$ cat src/rlcmd_defines.svh
// Constants for the remote/local limit command handler
`ifndef RLCMD_DEFINES_SVH
`define RLCMD_DEFINES_SVH
// Power-on control state codes
`define RLCMD_PON_PANEL      2'h0
`define RLCMD_PON_AUTO       2'h1
`define RLCMD_PON_REMOTE     2'h2
// Factory default power-on state
`define RLCMD_PON_FACTORY    2'h1
// Device status word bit positions
`define RLCMD_STAT_REMOTE    4
`define RLCMD_STAT_LOCAL     5
`define RLCMD_STAT_LOCKOUT   6
`define RLCMD_STAT_WIDTH     16
// Output button hold time before handing control back
`define RLCMD_HOLD_MS        1000
`define RLCMD_CLK_HZ         20000000
`define RLCMD_HOLD_CYCLES    ((`RLCMD_CLK_HZ / 1000) * `RLCMD_HOLD_MS)
`endif

$ cat src/rlcmd_pkg.sv
// Types for the remote/local limit command handler
package rlcmd_pkg;
  // Decoded command codes
  typedef enum logic [3:0] {
    RLCMD_NONE,
    RLCMD_POWER_CEILING_QUERY,
    RLCMD_RESISTANCE_SPAN_QUERY,
    RLCMD_RESISTANCE_UPPER_QUERY,
    RLCMD_RESISTANCE_LOWER_QUERY,
    RLCMD_VOLTAGE_CEILING_QUERY,
    RLCMD_CLEAR_STATUS_COMMAND,
    RLCMD_DEVICE_CLEAR_COMMAND,
    RLCMD_GO_LOCAL_COMMAND,
    RLCMD_GO_REMOTE_COMMAND,
    RLCMD_KEYPAD_LOCKOUT,
    RLCMD_INSTRUMENT_RESET_COMMAND,
    RLCMD_STATUS_QUERY,
    RLCMD_OTHER
  } rlcmd_code_type;

  // One command from the parser
  typedef struct packed {
    rlcmd_code_type code;       // Command
    logic           has_param;  // Parameter present
    logic [1:0]     param;      // Numeric parameter
  } rlcmd_cmd_type;

  // Stored user ceilings (fixed-point, parser formats them)
  typedef struct packed {
    logic [31:0] power;
    logic [31:0] voltage;
    logic [31:0] res_min;
    logic [31:0] res_max;
  } rlcmd_limits_type;

  // Reply descriptor
  typedef struct packed {
    rlcmd_code_type code;       // Echoed command name
    logic [1:0]     count;      // Number of values
    logic           skip_first; // First field empty
    logic [31:0]    value0;
    logic [31:0]    value1;
  } rlcmd_reply_type;
endpackage

$ cat src/rlcmd_hold_timer.sv
// Hold timer that pulses once a level has stood for a set number of cycles
`timescale 1ns/100ps
module rlcmd_hold_timer #(
  parameter int unsigned CYCLES = 20000000
) (
  // Clock and reset
  input  wire logic clk_i,
  input  wire logic rst_i,
  // Level in, pulse out
  input  wire logic level_i,
  output logic      done_o
);
  localparam int W = $clog2(CYCLES + 1);
  logic [W-1:0] count_reg; // Cycles the level has stood
  logic         fired_reg; // Already pulsed for this hold

  // Count while held, restart on release
  always_ff @(posedge clk_i)
  begin
    if (rst_i || !level_i)
    begin
      count_reg <= '0;
      fired_reg <= 1'b0;
      done_o    <= 1'b0;
    end
    else if (count_reg >= W'(CYCLES))
    begin
      done_o    <= !fired_reg;
      fired_reg <= 1'b1;
    end
    else
    begin
      count_reg <= count_reg + W'(1);
      done_o    <= 1'b0;
    end
  end
endmodule

$ cat src/rlcmd_handler.sv
// Command handler for limit, status and remote/local commands
//
// Behaviour
// - Power query echoes name plus watt ceiling
// - Limit replies report stored user ceilings
// - Span query replies minimum then maximum ohms
// - Upper query replies maximum resistance only
// - Lower query replies minimum resistance only
// - Voltage query echoes name plus volt ceiling
// - Clear status clears byte, no reply
// - Device clear acts like instrument reset
// - Device clear also resets the interface
// - Go local hands control to panel
// - Go local cancels any lockout
// - Go remote enables remote, parameter stores state
// - Go remote without parameter keeps state
// - State 0 starts local, needs go remote
// - Factory default power-on state is 1
// - State 2 starts remote with lockout
// - Lockout stops keypad leaving remote
// - Held output button returns local unless locked
// - Instrument reset restores power-on, no reply
// - Status query replies binary status word
// - Status bit 6 shows lockout
// - Status bit 4 remote, bit 5 local
`timescale 1ns/100ps
`include "rlcmd_defines.svh"
module rlcmd_handler #(
  parameter int unsigned HOLD_CYCLES = `RLCMD_HOLD_CYCLES
) (
  // Clock and reset
  input  wire logic                       clk_i,
  input  wire logic                       rst_i,
  // Command from parser
  input  wire logic                       cmd_valid_i,
  input  wire rlcmd_pkg::rlcmd_cmd_type   cmd_i,
  // Stored user ceilings and other status inputs
  input  wire rlcmd_pkg::rlcmd_limits_type limits_i,
  input  wire logic [15:0]                hw_status_i,
  // Non-volatile power-on state
  input  wire logic [1:0]                 pon_stored_i,
  input  wire logic                       pon_stored_valid_i,
  // Front-panel output button (pin)
  input  wire logic                       output_button_i,
  // Reply to parser
  output logic                            reply_valid_o,
  output rlcmd_pkg::rlcmd_reply_type      reply_o,
  // Remote/local state
  output logic                            remote_o,
  output logic                            lockout_o,
  output logic [1:0]                      pon_state_o,
  output logic                            pon_write_o,
  // Status byte clear and reset strobes
  output logic                            stb_clear_o,
  output logic                            settings_reset_o,
  output logic                            interface_reset_o
);
  import rlcmd_pkg::*;

  logic       btn_meta_reg;   // Synchroniser stage one
  logic       btn_sync_reg;   // Synchroniser stage two
  logic       hold_done;      // Button held long enough
  logic       boot_reg;       // Power-on state still to be applied
  logic       is_reset_cmd;   // Device clear or instrument reset
  logic [15:0] status_word;   // Device status word

  // Button synchroniser
  always_ff @(posedge clk_i)
  begin
    if (rst_i)
    begin
      btn_meta_reg <= 1'b0;
      btn_sync_reg <= 1'b0;
    end
    else
    begin
      btn_meta_reg <= output_button_i;
      btn_sync_reg <= btn_meta_reg;
    end
  end

  // Hold timer on the synchronised button
  rlcmd_hold_timer #(
    .CYCLES (HOLD_CYCLES)
  ) u_hold (
    .clk_i   (clk_i),
    .rst_i   (rst_i),
    .level_i (btn_sync_reg),
    .done_o  (hold_done)
  );

  // Reset commands restore power-on state
  assign is_reset_cmd = cmd_valid_i &&
                        (cmd_i.code == RLCMD_DEVICE_CLEAR_COMMAND ||
                         cmd_i.code == RLCMD_INSTRUMENT_RESET_COMMAND);

  // Power-on state held; loaded from storage once, factory value otherwise
  always_ff @(posedge clk_i)
  begin
    pon_write_o <= 1'b0;
    if (rst_i)
    begin
      pon_state_o <= `RLCMD_PON_FACTORY;
      boot_reg    <= 1'b1;
    end
    else if (cmd_valid_i && cmd_i.code == RLCMD_GO_REMOTE_COMMAND && cmd_i.has_param
             && cmd_i.param != 2'h3)
    begin
      // Store the state chosen for the next power cycle
      pon_state_o <= cmd_i.param;
      pon_write_o <= 1'b1;
      boot_reg    <= 1'b0;
    end
    else if (boot_reg && pon_stored_valid_i && pon_stored_i != 2'h3)
    begin
      // Take the stored value at start-up
      pon_state_o <= pon_stored_i;
      boot_reg    <= 1'b0;
    end
    else
    begin
      // Parameterless go remote leaves the state alone
      boot_reg <= 1'b0;
    end
  end

  // Remote and lockout state
  always_ff @(posedge clk_i)
  begin
    if (rst_i)
    begin
      remote_o  <= 1'b0;
      lockout_o <= 1'b0;
    end
    else if (boot_reg || is_reset_cmd)
    begin
      // Apply power-on control state (stored value on boot)
      if ((boot_reg && pon_stored_valid_i ? pon_stored_i : pon_state_o)
          == `RLCMD_PON_REMOTE)
      begin
        remote_o  <= 1'b1;
        lockout_o <= 1'b1;
      end
      else
      begin
        // States 0 and 1 start under front-panel control
        remote_o  <= 1'b0;
        lockout_o <= 1'b0;
      end
    end
    else if (cmd_valid_i)
    begin
      unique case (cmd_i.code)
        RLCMD_GO_LOCAL_COMMAND:
        begin
          remote_o  <= 1'b0;
          lockout_o <= 1'b0;
        end
        RLCMD_GO_REMOTE_COMMAND:
        begin
          remote_o <= 1'b1;
        end
        RLCMD_KEYPAD_LOCKOUT:
        begin
          lockout_o <= 1'b1;
        end
        default:
        begin
          // In auto state any other command takes remote with lockout
          if (!remote_o && pon_state_o == `RLCMD_PON_AUTO)
          begin
            remote_o  <= 1'b1;
            lockout_o <= 1'b1;
          end
        end
      endcase
    end
    else if (hold_done && remote_o && !lockout_o)
    begin
      // Long press hands control back while not locked
      remote_o <= 1'b0;
    end
  end

  // Status word assembly
  always_comb
  begin
    status_word = hw_status_i;
    status_word[`RLCMD_STAT_LOCKOUT] = lockout_o;
    status_word[`RLCMD_STAT_REMOTE]  = remote_o;
    status_word[`RLCMD_STAT_LOCAL]   = !remote_o;
  end

  // Status byte clear and reset strobes
  always_ff @(posedge clk_i)
  begin
    if (rst_i)
    begin
      stb_clear_o       <= 1'b0;
      settings_reset_o  <= 1'b0;
      interface_reset_o <= 1'b0;
    end
    else
    begin
      stb_clear_o       <= cmd_valid_i && cmd_i.code == RLCMD_CLEAR_STATUS_COMMAND;
      settings_reset_o  <= is_reset_cmd;
      interface_reset_o <= cmd_valid_i &&
                           cmd_i.code == RLCMD_DEVICE_CLEAR_COMMAND;
    end
  end

  // Replies to queries; action commands produce none
  always_ff @(posedge clk_i)
  begin
    if (rst_i)
    begin
      reply_valid_o <= 1'b0;
      reply_o       <= '0;
    end
    else
    begin
      reply_valid_o      <= 1'b0;
      reply_o.skip_first <= 1'b0;
      reply_o.value1     <= 32'h0000_0000;
      if (cmd_valid_i)
      begin
        reply_o.code <= cmd_i.code;
        unique case (cmd_i.code)
          RLCMD_POWER_CEILING_QUERY:
          begin
            reply_valid_o  <= 1'b1;
            reply_o.count  <= 2'h1;
            reply_o.value0 <= limits_i.power;
          end
          RLCMD_RESISTANCE_SPAN_QUERY:
          begin
            reply_valid_o  <= 1'b1;
            reply_o.count  <= 2'h2;
            reply_o.value0 <= limits_i.res_min;
            reply_o.value1 <= limits_i.res_max;
          end
          RLCMD_RESISTANCE_UPPER_QUERY:
          begin
            reply_valid_o      <= 1'b1;
            reply_o.count      <= 2'h1;
            reply_o.skip_first <= 1'b1;
            reply_o.value0     <= limits_i.res_max;
          end
          RLCMD_RESISTANCE_LOWER_QUERY:
          begin
            reply_valid_o  <= 1'b1;
            reply_o.count  <= 2'h1;
            reply_o.value0 <= limits_i.res_min;
          end
          RLCMD_VOLTAGE_CEILING_QUERY:
          begin
            reply_valid_o  <= 1'b1;
            reply_o.count  <= 2'h1;
            reply_o.value0 <= limits_i.voltage;
          end
          RLCMD_STATUS_QUERY:
          begin
            // Parser prints value0 low 16 bits as binary digits
            reply_valid_o  <= 1'b1;
            reply_o.count  <= 2'h1;
            reply_o.value0 <= {16'h0000, status_word};
          end
          default:
          begin
            reply_o.count <= 2'h0; // No reply
          end
        endcase
      end
    end
  end
endmodule

$ cat config.mk
export PLATFORM = sky130hd
export DESIGN_NAME = rlcmd_handler
export DESIGN_NICKNAME = d
export VERILOG_FILES = /design/src/rlcmd_pkg.sv /design/src/rlcmd_hold_timer.sv /design/src/rlcmd_handler.sv
export VERILOG_INCLUDE_DIRS = /design/src /design/src/src
export SDC_FILE = /design/constraint.sdc
export NUM_CORES = 1
export LEC_CHECK = 0
export BUFFER_PORTS_ARGS = -buffer_cell sky130_fd_sc_hd__buf_2
export CAP_MARGIN = 20
export CORE_ASPECT_RATIO = 1.75
export CORE_MARGIN = 4
export CORE_UTILIZATION = 46
export CTS_CLUSTER_DIAMETER = 150
export DETAILED_ROUTE_END_ITERATION = 7
export PLACE_DENSITY = 0.8
export SYNTH_ARGS = -nofsm -noshare
export SYNTH_HDL_FRONTEND = slang
export SYNTH_SLANG_ARGS = --single-unit
$ cat constraint.sdc
create_clock -name clk_i -period 2.3 [get_ports clk_i]
set_input_delay 0.46 -clock clk_i [delete_from_list [all_inputs] [get_ports clk_i]]
set_output_delay 0.46 -clock clk_i [all_outputs]
set_load 0.005 [all_outputs]
# Word level (Yosys, flattened, before mapping)
# Cells that the tools add are included.
# totals
input_bits	158
regBits	110
elab_cells	93
# classes
eq_ne	19
n_lt_le_gt_ge	1
bitwise_logic	3
add_sub_neg	1
reduce_logical	32
n_mux	18
# op_table
operator	count
32-bit one-hot mux with 5 select lines	1
25-bit by 1-bit adder with 25-bit output (second input constant)	1
25-bit >= comparator (second input constant)	1
4-bit == test (second input constant)	5
4-bit by 3-bit == test with 1-bit output (second input constant)	4
1-bit logical AND	11
1-bit 2-to-1 mux	11
4-bit by 2-bit == test with 1-bit output (second input constant)	2
2-bit 2-to-1 mux	3
1-bit one-hot mux with 3 select lines	2
3-bit AND reduction	2
2-bit OR reduction	3
6-bit OR reduction	1
5-bit by 1-bit != test with 1-bit output (second input constant)	1
5-bit nonzero test	1
5-bit OR reduction	1
4-bit by 1-bit == test with 1-bit output (second input constant)	1
1-bit zero test	4
2-bit != test (second input constant)	2
2-bit one-hot mux with 2 select lines	1
2-bit nonzero test	2
4-bit nonzero test	1
1-bit logical OR	3
3-bit != test (second input constant)	1
7 further kinds	9

# Logic depth before layout (Yosys ltp)
# Gate-level depths: netlist of run 1.
# logic_depth
word_depth	6
ltp_mapped	8
ltp_nobuf	5

# Cells and area by module
# A second synthesis of run 1 with hierarchy kept.
# hier_totals
hier_cells	531
area_unflattened_um2	4939.7
# by_module_without_submodules
mod	area_per_inst_um2	seq_area_each_um2	cells_per_inst	n_inst
rlcmd_handler	3558.4	1661.6	370	1
rlcmd_hold_timer	1381.3	540.5	161	1

# Least setup slack after synthesis of run 1
# Ideal clock, no wire load.
# synth_timing
path_type	input-to-reg
from	input port cmd_i[5] (netlist bit)
to	register reply_o[55] (netlist bit)
cell_stages	7
setup_ns	0.132
arrival_time_ns	1.839
path_buffers	2
path_slack_ns	0.329
cell_sequence	buf_2 -> a22oi_1 -> o211ai_1 -> clkbuf_1 -> a221o_1 -> a221oi_1 -> nor3_1
# synth_via
elab_chain_len	4
elab_cells_between_ends	10
classes_between	eq/ne (6); mux (1); reduce/logical (3)
# synth_rtl
element	line_no	source
start: declaration	rlcmd_handler.sv:36	input wire rlcmd_pkg::rlcmd_cmd_type cmd_i,
4-bit by 3-bit == test with 1-bit output or 4-bit by 2-bit == test with 1-bit output (tied branches)	rlcmd_handler.sv:228	unique case (cmd_i.code)
2-bit OR reduction (no line)	--	
5-bit nonzero test (no line)	--	
2-bit AND reduction (no line)	--	
end: declaration	rlcmd_handler.sv:47	output rlcmd_pkg::rlcmd_reply_type reply_o,
# Parallel ways exist; a longest one is shown, timed or not.
# A chain may end at the register's enable or synchronous reset.

# Final worst setup path of run 1
# layout_timing
from	register u_hold.count_reg[17]
to	register u_hold.count_reg[17]
# layout_via
elab_chain_len	1
elab_cells_between_ends	2
classes_between	add/sub (1); order compare (1)
# layout_rtl
element	line_no	source
start: declaration	rlcmd_hold_timer.sv:14	logic [W-1:0] count_reg;
start signal: assignment	rlcmd_hold_timer.sv:33	count_reg <= count_reg + W'(1);
25-bit by 1-bit adder with 25-bit output or 25-bit >= comparator (tied branches)	rlcmd_hold_timer.sv:33, rlcmd_hold_timer.sv:26	
# Parallel ways exist; a longest one is shown, timed or not.

==> run metrics, run 1 <==
area growth from synthesis to layout=34.52%; Hold Crit Start=limits_i[22]; RR Startpoint=u_hold.count_reg[17]$_SDFFE_PP0N_; Hold Slack=0.3258 ns; layout cells sized above 1=35.66%; setup ws final=0.1917 ns; Placed Area=6266 um2; hold path depth=2; Syn Inst Count=560; crit share post-route=91.66%; VDD IR max=0.4397 mV; Final Hold Viols=0; Die Y=144.6 um; drt drc=0; worst path arrival time=2.32 ns; max frequency=474.3 MHz; full die area=12,450 um2; Seq/Total Area, Yosys=44.88%; hold crit path type=input pin to flip-flop; DR vias=5,406; R2R depth=5; number of flops mapped to enable cells by yosys=0; n_diodes=0; clk_lat worst skew=0.35 ns; R2R setup slack=0.19 ns; cell area after layout=6601 um2; Slew @ Worst Pin=1.028 ns; clock tree from TritonCTS=built; Worst EP required=2.52 ns; Synth Cell Area=4907 um2; Worst setup EP type=flip-flop; Post-CTS Setup Inserts=0; Bufs on Longest Clock Path=2; CP Launch Type=flip-flop; CTS buffer count=9; total power=4217 uW; post-DP HPWL=14,500 um; leakage=0.002940 uW; post-place setup slack=-0.1281 ns; hold buffers post-CTS=0; vias in the first global route=5,364; post-synth net total=720; Clk pin slew, worst setup/hold paths=0.07 ns; root buf cell=clkbuf_16; area of the core=10,360 um2; Max Slew Vio Count=0; H-tree levels=3; status=completed; maximum fanout along the worst path=12; Max Cap Viol=0; 1st-iter DRT viols=290; Nets=945; most frequent cells in the layout=buf_2 (234), dfxtp_1 (110), o21ai_0 (56), nand2_1 (40), and2_1 (35); asr flop ratio synth=0%; Top FF cell, synth=dfxtp_1; Final Skew=0.004981 ns; Yosys warning count=0; final setup fails=0; GPL Wtd Cong=0.9401; GR Overflow Total=0; Rel. slew slack=31.19%; Initial Util=47.36%; RSZ-0062 raised after global routing=no; # port buffers=234; global-route wire length before repair=27,260 um; largest net degree at the start of global routing=34; vias per cell=5.908; io pins=238; cts repair resizes=0; initial antenna violation count=1; average cell area after synthesis=8.763 um2; crit path time final=2.108 ns; CTS sink count=110; total negative slack=0 ns; most common cell after layout, fill and taps aside=buf_2; row count=49; WL/cell=20.02 um; register bit count reported by yosys=110; Die W=86.08 um; RR Endpoint=u_hold.count_reg[17]$_SDFFE_PP0N_; Tot GR Track Use=28.56%; drt pass-1 iters=4; pwr dens=638.8 nW/um2; crit path kind=flip-flop to flip-flop; synth unique cells=53; Min-Delay Endpoint=reply_o[22]$_SDFF_PP0_; Routed Antenna Nets=0; Post-Route WL=18,320 um; number of flip-flops in the largest register=71
-- area by class of cell --
class                           instances  area, um2
Clock buffer                           10      239.0
Sequential cell                       110       2202
Inverter                                6      22.52
Fill cell                             900       3760
Tap cell                              127      158.9
Multi-Input combinational cell        402       2539
Timing Repair Buffer                  256       1368
Clock inverter                          4      72.57
-- cells in the mapped netlist, types with 2 or more instances --
cell type | instances | area, um2
o41ai_1 | 3 | 26.28
o211ai_1 | 7 | 52.55
nand4_1 | 3 | 18.77
nor3_1 | 22 | 110.1
clkbuf_1 | 37 | 138.9
or2_2 | 2 | 12.51
o311ai_0 | 2 | 17.52
o22a_1 | 2 | 17.52
a211oi_1 | 3 | 22.52
a221oi_1 | 31 | 271.5
nand3_1 | 13 | 65.06
o21ai_0 | 56 | 280.3
or3_1 | 6 | 37.54
xnor2_1 | 2 | 17.52
o22ai_1 | 3 | 18.77
inv_1 | 6 | 22.52
nand2b_1 | 11 | 68.82
and2_1 | 35 | 219.0
o21a_1 | 3 | 22.52
a221o_1 | 16 | 160.2
and3_1 | 5 | 31.28
nor3b_1 | 4 | 30.03
ha_1 | 2 | 25.02
o31ai_1 | 8 | 60.06
nor2_1 | 35 | 131.4
o211a_1 | 3 | 30.03
a22oi_1 | 17 | 127.6
dfxtp_1 | 110 | 2202
nor2b_1 | 6 | 37.54
and4_1 | 3 | 26.28
buf_2 | 3 | 15.01
nor4_1 | 3 | 18.77
mux2i_1 | 5 | 50.05
a21oi_1 | 22 | 110.1
nand2_1 | 40 | 150.1
nor4b_1 | 2 | 17.52
or4_1 | 13 | 97.59
-- worst max-delay path by stage --
stage | from | endpoint | slack, ns | cells after the start
after global routing | u_hold.count_reg[17]$_SDFFE_PP0N_ | u_hold.count_reg[17]$_SDFFE_PP0N_ | 0.03 | 5
after CTS | u_hold.count_reg[17]$_SDFFE_PP0N_ | u_hold.count_reg[17]$_SDFFE_PP0N_ | 0.20 | 5
final | u_hold.count_reg[17]$_SDFFE_PP0N_ | u_hold.count_reg[17]$_SDFFE_PP0N_ | 0.19 | 5
after detailed placement | cmd_i[4] | reply_o[33]$_SDFFE_PP0P_ | -0.13 | 7
after floorplan | cmd_i[5] | reply_o[55]$_SDFFE_PP0P_ | 0.33 | 7
after global placement | cmd_i[4] | reply_o[46]$_SDFFE_PP0P_ | -0.03 | 7
-- metal layers --
metal	track usage, %	part of all wire [%]	vias to the layer above
li1	-	-	2553
met1	29.65	34	2509
met2	51.69	53	281
met3	7.013	7.9	61
met4	15.85	5.2	2
met5	0	0.071	-
-- stage by stage --
stage	utilization, %	cells
6_report	63.71	915
4_1_cts	63.48	913
3_5_place_dp	60.48	899
2_1_floorplan	-	560
3_3_place_gp	60.48	899
5_1_grt	63.71	915
-- worst max-delay path: stages (launching register included) --
cell and delay (ns):
dfxtp_1 0.34, nor3_1 0.37, o21ai_0 0.25, a311o_1 0.46, o311ai_0 0.42, o41ai_1 0.14
-- kinds of logic after synthesis --
family	after synthesis	synth area share (%)
and+or+nand+nor	208	22.77
AOI/OAI and AO/OA	184	26.39
DFF	110	44.88
buffers and inverters	48	3.901
muxes	5	1.020
xor gates and xnor gates	3	0.5355
adders and majority gates	2	0.5099
-- report_power, final --
part | switching [uW] | internal [uW] | leakage (uW) | total (uW)
Sequential | 36.6 | 1960 | 0.000893 | 2000
Combinational | 301 | 260 | 0.00190 | 561
Clock | 688 | 971 | 0.000150 | 1660
Total | 1030 | 3190 | 0.00294 | 4220
Power figures use the tool's default switching activity.
==> run 2: changes to the inputs <==
--- a/config.mk
+++ b/config.mk
@@ -6,14 +6,15 @@
 export SDC_FILE = /design/constraint.sdc
 export NUM_CORES = 1
 export LEC_CHECK = 0
+export ABC_AREA = 1
 export BUFFER_PORTS_ARGS = -buffer_cell sky130_fd_sc_hd__buf_2
 export CAP_MARGIN = 20
 export CORE_ASPECT_RATIO = 1.75
 export CORE_MARGIN = 4
-export CORE_UTILIZATION = 46
+export CORE_UTILIZATION = 49
 export CTS_CLUSTER_DIAMETER = 150
 export DETAILED_ROUTE_END_ITERATION = 7
-export PLACE_DENSITY = 0.8
+export PLACE_DENSITY = 0.81
 export SYNTH_ARGS = -nofsm -noshare
 export SYNTH_HDL_FRONTEND = slang
 export SYNTH_SLANG_ARGS = --single-unit
==> run 2 against run 1 <==
  * Sequential power hardly changed
  * Utilization about the same
  * Wire length grew 9.7%
  * Critical path depth is 4 higher
  * Fmax increased by 11%
  * Clock skew increased by 0.0039 ns
  * Critical path type unchanged
==> run metrics, run 2 <==
status=completed; row count=52 (+6.1%); Worst setup EP type=flip-flop; post-DP HPWL=15,500 um (+6.9%); Slew @ Worst Pin=0.5244 ns (-0.5039 ns); most frequent cells in the layout=nand2_1 (243), buf_2 (234), nor2_1 (171), nand3_1 (116), dfxtp_1 (110); number of flip-flops in the largest register=71 (unchanged); Rel. slew slack=65.00% (+34 points); drt drc=0 (unchanged); maximum fanout along the worst path=25 (+13); worst path arrival time=2.18 ns (-0.14 ns); total negative slack=0 ns (unchanged); RR Endpoint=u_hold.count_reg[5]$_SDFFE_PP0N_; number of placed instances, taps included=1,256 (+40%); largest net degree at the start of global routing=34 (unchanged); final setup fails=0 (unchanged); Yosys warning count=0 (unchanged); crit path time final=1.899 ns (-0.2091 ns); Post-Layout Cell Count=1,271 (+39%); area of the core=11,520 um2 (+11%); Hold Crit Start=limits_i[18]; CTS buffer count=9 (unchanged); vias per cell=5.226 (-12%); CTS sink count=110 (unchanged); GR Overflow Total=0 (unchanged); pwr dens=579.2 nW/um2 (-9.3%); Synth Area in XOR/XNOR=1.682% (+1.1 points); crit share post-route=82.57% (-9.1 points); Max Slew Vio Count=0 (unchanged); GPL Wtd Cong=0.9810 (+4.4%); vias in the first global route=6,330 (+18%); top cell type's share of synthesized area=38.45% (-6.4 points); cts repair resizes=0 (unchanged); average cell area after synthesis=6.314 um2 (-28%); Final Skew=0.008918 ns (+0.003937 ns); Syn Inst Count=907 (+62%); RR Startpoint=u_hold.count_reg[17]$_SDFFE_PP0N_; root buf cell=clkbuf_16; Synth area leaders=dfxtp_1 (38%), nand2_1 (16%), nor2_1 (11%), nand3_1 (10%), inv_1 (5.7%); Post-Route WL=20,090 um (+9.7%); Top FF cell, synth=dfxtp_1; R2R setup slack=0.40 ns (+0.21 ns); cell family with most CP delay=simple AND/OR/NAND/NOR gates; Min-Delay Endpoint=reply_o[18]$_SDFF_PP0_; Tot GR Track Use=29.17% (+0.61 points); io pins=238 (unchanged); leakage=0.003783 uW (+29%); post-synth net total=1,067 (+48%); clk_lat worst skew=0.35 ns (about the same); Routed Antenna Nets=0 (unchanged); # port buffers=234 (unchanged); n_diodes=0 (unchanged); Synth Area in Compound Gates=9.089% (-17 points); Synth Area in Adders=0.4370% (-0.073 points); DR vias=6,642 (+23%); max frequency=526.6 MHz (+11%); global-route wire length before repair=31,250 um (+15%); simple logic cell fraction of the synthesized area=40.53% (+18 points); Initial Util=49.73% (+2.4 points); RSZ-0062 raised after global routing=no; VDD IR max=0.3868 mV (-12%); hold crit path type=input pin to flip-flop; WL/cell=15.81 um (-21%); largest family of logic cells by synthesized area=simple AND/OR/NAND/NOR gates; Clk pin slew, worst setup/hold paths=0.07 ns (about the same); fillers=1,090 (+21%); Critical Path Slowest Stage Cell=nand3_2; Seq/Total Area, Yosys=38.45% (-6.4 points); CP Launch Type=flip-flop; most numerous cell in the Yosys netlist=nand2_1; H-tree levels=3 (unchanged); layout cells sized above 1=25.26% (-10 points); Bufs on Longest Clock Path=2 (unchanged); most common cell after layout, fill and taps aside=nand2_1; CP Cell Sequence=nor2_1, nand2_1, nand2_1, nand2_1, nand2_1, nand3_2, nor2_1, nor2_1, nor2_1; mux cell area share after synthesis=0% (-1.0 points); WP buf/inv=0 (unchanged); drt pass-1 iters=7 (+3); full die area=13,550 um2 (+8.8%); Final Hold Viols=0 (unchanged); initial antenna violation count=0 (-1); hold buffers post-CTS=0 (unchanged); register bit count reported by yosys=110 (unchanged); clock tree from TritonCTS=built; Worst EP required=2.58 ns (+0.06 ns); Nets=1,292 (+37%); crit path kind=flip-flop to flip-flop; Die W=89.72 um (+4.2%); Post-CTS Setup Inserts=0 (unchanged); synth unique cells=27 (-49%); hold path depth=3 (+1); Synth Cell Area=5727 um2 (+17%); synth cell count leaders=nand2_1 (243), nor2_1 (172), nand3_1 (116); R2R depth=9 (+4); number of flops mapped to enable cells by yosys=0 (unchanged); Synth area leader=dfxtp_1; slowest stage delay, CP=0.47 ns (about the same); area growth from synthesis to layout=28.10%; asr flop ratio synth=0% (unchanged); Die Y=151.0 um (+4.4%); Max Cap Viol=0 (unchanged); 1st-iter DRT viols=292 (+0.69%)
-- run 2: cell count changes in the layout (fill, tap and decap cells not counted), sizes merged, moves of 16 or more --
cell and change:
a21oi +27, and2 -35, a221o -16, o21ai -25, nand3 +105, nor2 +142, inv +89, nor3 -21
nand2 +207, a221oi -31
-- run 2: worst register-to-register path, delay by kind of cell, from the launching register on --
kind             cells  cell delay, ns
DFF                  1            0.37
and+or+nand+nor      9            1.46
-- run 2: power breakdown --
group          internal (uW)  switching (uW)
Sequential              1960            31.8
Clock                    949             705
Combinational            256             347
Total                   3170            1080
-- run 2: cells by family after synthesis --
group | after synthesis
fa+ha+maj | 2
compound gates | 96
buf+inv | 133
simple gates | 555
flops | 110
xor+xnor | 11
-- run 2: how the worst max path moves through the flow --
| stage | from | end | slack [ns] | cells past startpoint |
|---|---|---|---|---|
| finish | u_hold.count_reg[17]$_SDFFE_PP0N_ | u_hold.count_reg[5]$_SDFFE_PP0N_ | 0.40 | 9 |
| global route | u_hold.count_reg[20]$_SDFFE_PP0N_ | u_hold.count_reg[9]$_SDFFE_PP0N_ | 0.19 | 8 |
| CTS | u_hold.count_reg[21]$_SDFFE_PP0N_ | u_hold.count_reg[9]$_SDFFE_PP0N_ | 0.40 | 8 |
| detailed placement | cmd_i[6] | reply_o[50]$_SDFFE_PP0P_ | 0.29 | 10 |
| global placement | cmd_i[6] | reply_o[50]$_SDFFE_PP0P_ | 0.34 | 10 |
| floorplan | u_hold.count_reg[0]$_SDFFE_PP0N_ | u_hold.count_reg[16]$_SDFFE_PP0N_ | 0.69 | 9 |
-- run 2: metal layers --
| metal | global-route usage [%] | vias to the layer above | share of wire (%) |
|---|---|---|---|
| met1 | 29.04 | 2937 | 33 |
| met2 | 54.90 | 326 | 53 |
| li1 | - | 3305 | - |
| met4 | 17.04 | 0 | 5.4 |
| met5 | 0 | - | 0 |
| met3 | 7.157 | 74 | 8.5 |
-- run 2: layout make-up --
cell class                 count  area, um2  share of cell area, %
multi-input combinational    664       2965                  40.42
timing repair buffer         252       1331                  18.15
sequential                   110       2202                  30.02
inverter                      95      356.6                  4.861
clock inverter                 6      86.33                  1.177
clock buffer                   9      225.2                  3.070
tap                          135      168.9                  2.303
-- run 2: through the flow --
step | hold slack, ns | setup slack [ns] | instance area, um2 | power [uW] | utilization, %
after floorplan | 0.3883 | 0.6889 | 5727 | 2331 | -
final | 0.3293 | 0.4009 | 7336 | 4249 | 63.70
after global placement | 0.3961 | 0.3364 | 7024 | 2627 | 61.00
after CTS | 0.3164 | 0.4005 | 7336 | 4267 | 63.70
after global routing | 0.3123 | 0.1942 | 7336 | 4437 | 63.70
after detailed placement | 0.4010 | 0.2896 | 7024 | 2632 | 61.00
==> run 3: changes to the inputs <==
--- a/config.mk
+++ b/config.mk
@@ -11,10 +11,10 @@
 export CAP_MARGIN = 20
 export CORE_ASPECT_RATIO = 1.75
 export CORE_MARGIN = 4
-export CORE_UTILIZATION = 49
+export CORE_UTILIZATION = 44
 export CTS_CLUSTER_DIAMETER = 150
 export DETAILED_ROUTE_END_ITERATION = 7
-export PLACE_DENSITY = 0.81
+export PLACE_DENSITY = 0.77
 export SYNTH_ARGS = -nofsm -noshare
 export SYNTH_HDL_FRONTEND = slang
 export SYNTH_SLANG_ARGS = --single-unit
==> constraint.sdc (replaced) <==
create_clock -name clk_i -period 1.6 [get_ports clk_i]
set_input_delay 0.32 -clock clk_i [delete_from_list [all_inputs] [get_ports clk_i]]
set_output_delay 0.32 -clock clk_i [all_outputs]
set_load 0.005 [all_outputs]
==> run 3 against run 2 <==
  * Critical path depth shrank 2
  * Global-route usage shrank 1.1 points
  * Via count grew 2.5%
  * First-iteration DRC count grew 21%
  * Fmax grew 29%
  * Worst hold slack lost 0.15 ns
  * Largest power group unchanged
  * Highest routed layer unchanged
==> run metrics, run 3 (synthesized netlist as in run 2, its figures left out) <==
RR Startpoint=u_hold.count_reg[5]$_SDFFE_PP0N_; Slew @ Worst Pin=0.2799 ns (-0.2445 ns); RSZ-0062 raised after global routing=no; Worst setup EP type=flip-flop; row count=54 (+3.8%); setup ws final=0.1335 ns (-0.2674 ns); Clk pin slew, worst setup/hold paths=0.08 ns (about the same); # port buffers=234 (unchanged); CTS buffer count=9 (unchanged); Worst EP required=1.88 ns (-0.70 ns); DR vias=6,810 (+2.5%); CP Launch Type=flip-flop; post-place setup slack=-0.06172 ns (-0.3513 ns); pwr dens=769.8 nW/um2 (+33%); GR Overflow Total=0 (unchanged); full die area=14,980 um2 (+11%); crit path kind=flip-flop to flip-flop; Die Y=158.9 um (+5.2%); vias per cell=5.075 (-2.9%); total negative slack=0 ns (unchanged); global-route wire length before repair=33,270 um (+6.5%); post-DP HPWL=16,630 um (+7.4%); drt pass-1 iters=6 (-1); Die W=94.24 um (+5.0%); Post-CTS Setup Inserts=0 (unchanged); GPL Wtd Cong=1.010 (+3.0%); clock tree from TritonCTS=built; H-tree levels=3 (unchanged); Initial Util=45.33% (-4.4 points); Bufs on Longest Clock Path=2 (unchanged); clk_lat worst skew=0.35 ns (about the same); leakage=0.003987 uW (+5.4%); vias in the first global route=6,905 (+9.1%); max frequency=681.9 MHz (+29%); Tot GR Track Use=28.08% (-1.1 points); cell area after layout=7730 um2 (+5.4%); layout cells sized above 1=28.90% (+3.6 points); status=completed; most common cell after layout, fill and taps aside=nand2_1; CTS sink count=110 (unchanged); Post-Route WL=20,880 um (+3.9%); number of flip-flops in the largest register=71 (unchanged); WL/cell=15.56 um (-1.6%); Final Hold Viols=0 (unchanged); Hold Crit Start=limits_i[19]; Final Skew=0.007425 ns (-0.001493 ns); area growth from synthesis to layout=34.98%; maximum fanout along the worst path=4 (-84%); Max Slew Vio Count=0 (unchanged); Max Cap Viol=0 (unchanged); crit path time final=1.467 ns (-0.4326 ns); initial antenna violation count=1 (+1); VDD IR max=0.5368 mV (+39%); Routed Antenna Nets=0 (unchanged); root buf cell=clkbuf_16; Placed Area=7413 um2 (+5.5%); area of the core=12,630 um2 (+9.7%); hold crit path type=input pin to flip-flop; worst path arrival time=1.75 ns (-0.43 ns); io pins=238 (unchanged); most frequent cells in the layout=nand2_1 (242), buf_2 (234), nor2_1 (165), nand3_1 (116), dfxtp_1 (102); final setup fails=0 (unchanged); Nets=1,328 (+2.8%); largest net degree at the start of global routing=34 (unchanged); CP startpoint=u_hold.count_reg[5]$_SDFFE_PP0N_; Rel. slew slack=81.34% (+16 points); 1st-iter DRT viols=354 (+21%); crit share post-route=91.66% (+9.1 points); drt drc=0 (unchanged)
[run 3: cell types whose count changed in the layout (fill, tap and decap cells not counted), moves of 2 or more]
| cell | previous run | this run |
|---|---|---|
| buf_4 | 16 | 45 |
| dfxtp_1 | 110 | 102 |
| dfxtp_2 | 0 | 8 |
| buf_12 | 2 | 8 |
| nor2_1 | 171 | 165 |
| nor2_2 | 4 | 9 |
| bufinv_16 | 2 | 0 |
[run 3: what timing repair did]
| item | CTS | global route |
|---|---|---|
| hold buffers | 0 | 0 |
| endpoints found under the setup margin | 4 | 15 |
| pin swaps | 0 | 1 |
| gates resized for setup | 1 | 15 |
[run 3: final cells by class]
cell class	instances	area [um2]
Antenna cell	1	2.502
Clock buffer	9	225.2
Clock inverter	7	55.05
Fill cell	1263	4905
Inverter	95	356.6
Multi-Input combinational cell	664	2988
Sequential cell	110	2212
Tap cell	168	210.2
Timing Repair Buffer	288	1680
[run 3: worst paths after layout]
| path | to | slack [ns] | cells past startpoint |
|---|---|---|---|
| max | u_hold.count_reg[16]$_SDFFE_PP0N_ | 0.13 | 7 |
| min | reply_o[19]$_SDFF_PP0_ | 0.18 | 3 |
| max reg2reg | u_hold.count_reg[16]$_SDFFE_PP0N_ | 0.13 | 7 |
| min reg2reg | btn_sync_reg$_SDFF_PP0_ | 0.41 | 2 |
[run 3: layer usage]
metal / track usage [%] / vias up / part of all wire (%)
met5: 0 / - / 0
met4: 14.53 / 0 / 5.3
met3: 5.824 / 70 / 6.6
met2: 52.78 / 285 / 54
met1: 27.88 / 3078 / 34
li1: - / 3377 / -
[run 3: critical path, stage by stage, from the launching register on]
cell and delay, ns:
dfxtp_1 0.41, nand2_1 0.11, nor2_1 0.23, nand2_1 0.15, nor2_2 0.17, xor2_1 0.15, nand2_1 0.07, a21oi_1 0.11
[run 3: power by group]
part           switching (uW)  total, uW  internal [uW]  leakage (uW)
Sequential               44.1       2860           2820      0.000897
Combinational             512        919            407       0.00295
Clock                    1090       2170           1080      0.000138
[run 3: per-stage QoR]
step / hold WS (ns) / power, uW / cells / util (%)
CTS: 0.1739 / 5974 / 1341 / 60.91
global route: 0.1891 / 6186 / 1342 / 61.18
floorplan: 0.3477 / 3351 / 907 / -
finish: 0.1838 / 5950 / 1342 / 61.18
detailed placement: 0.4026 / 3835 / 1325 / 58.68
global placement: 0.3970 / 3824 / 1325 / 58.68
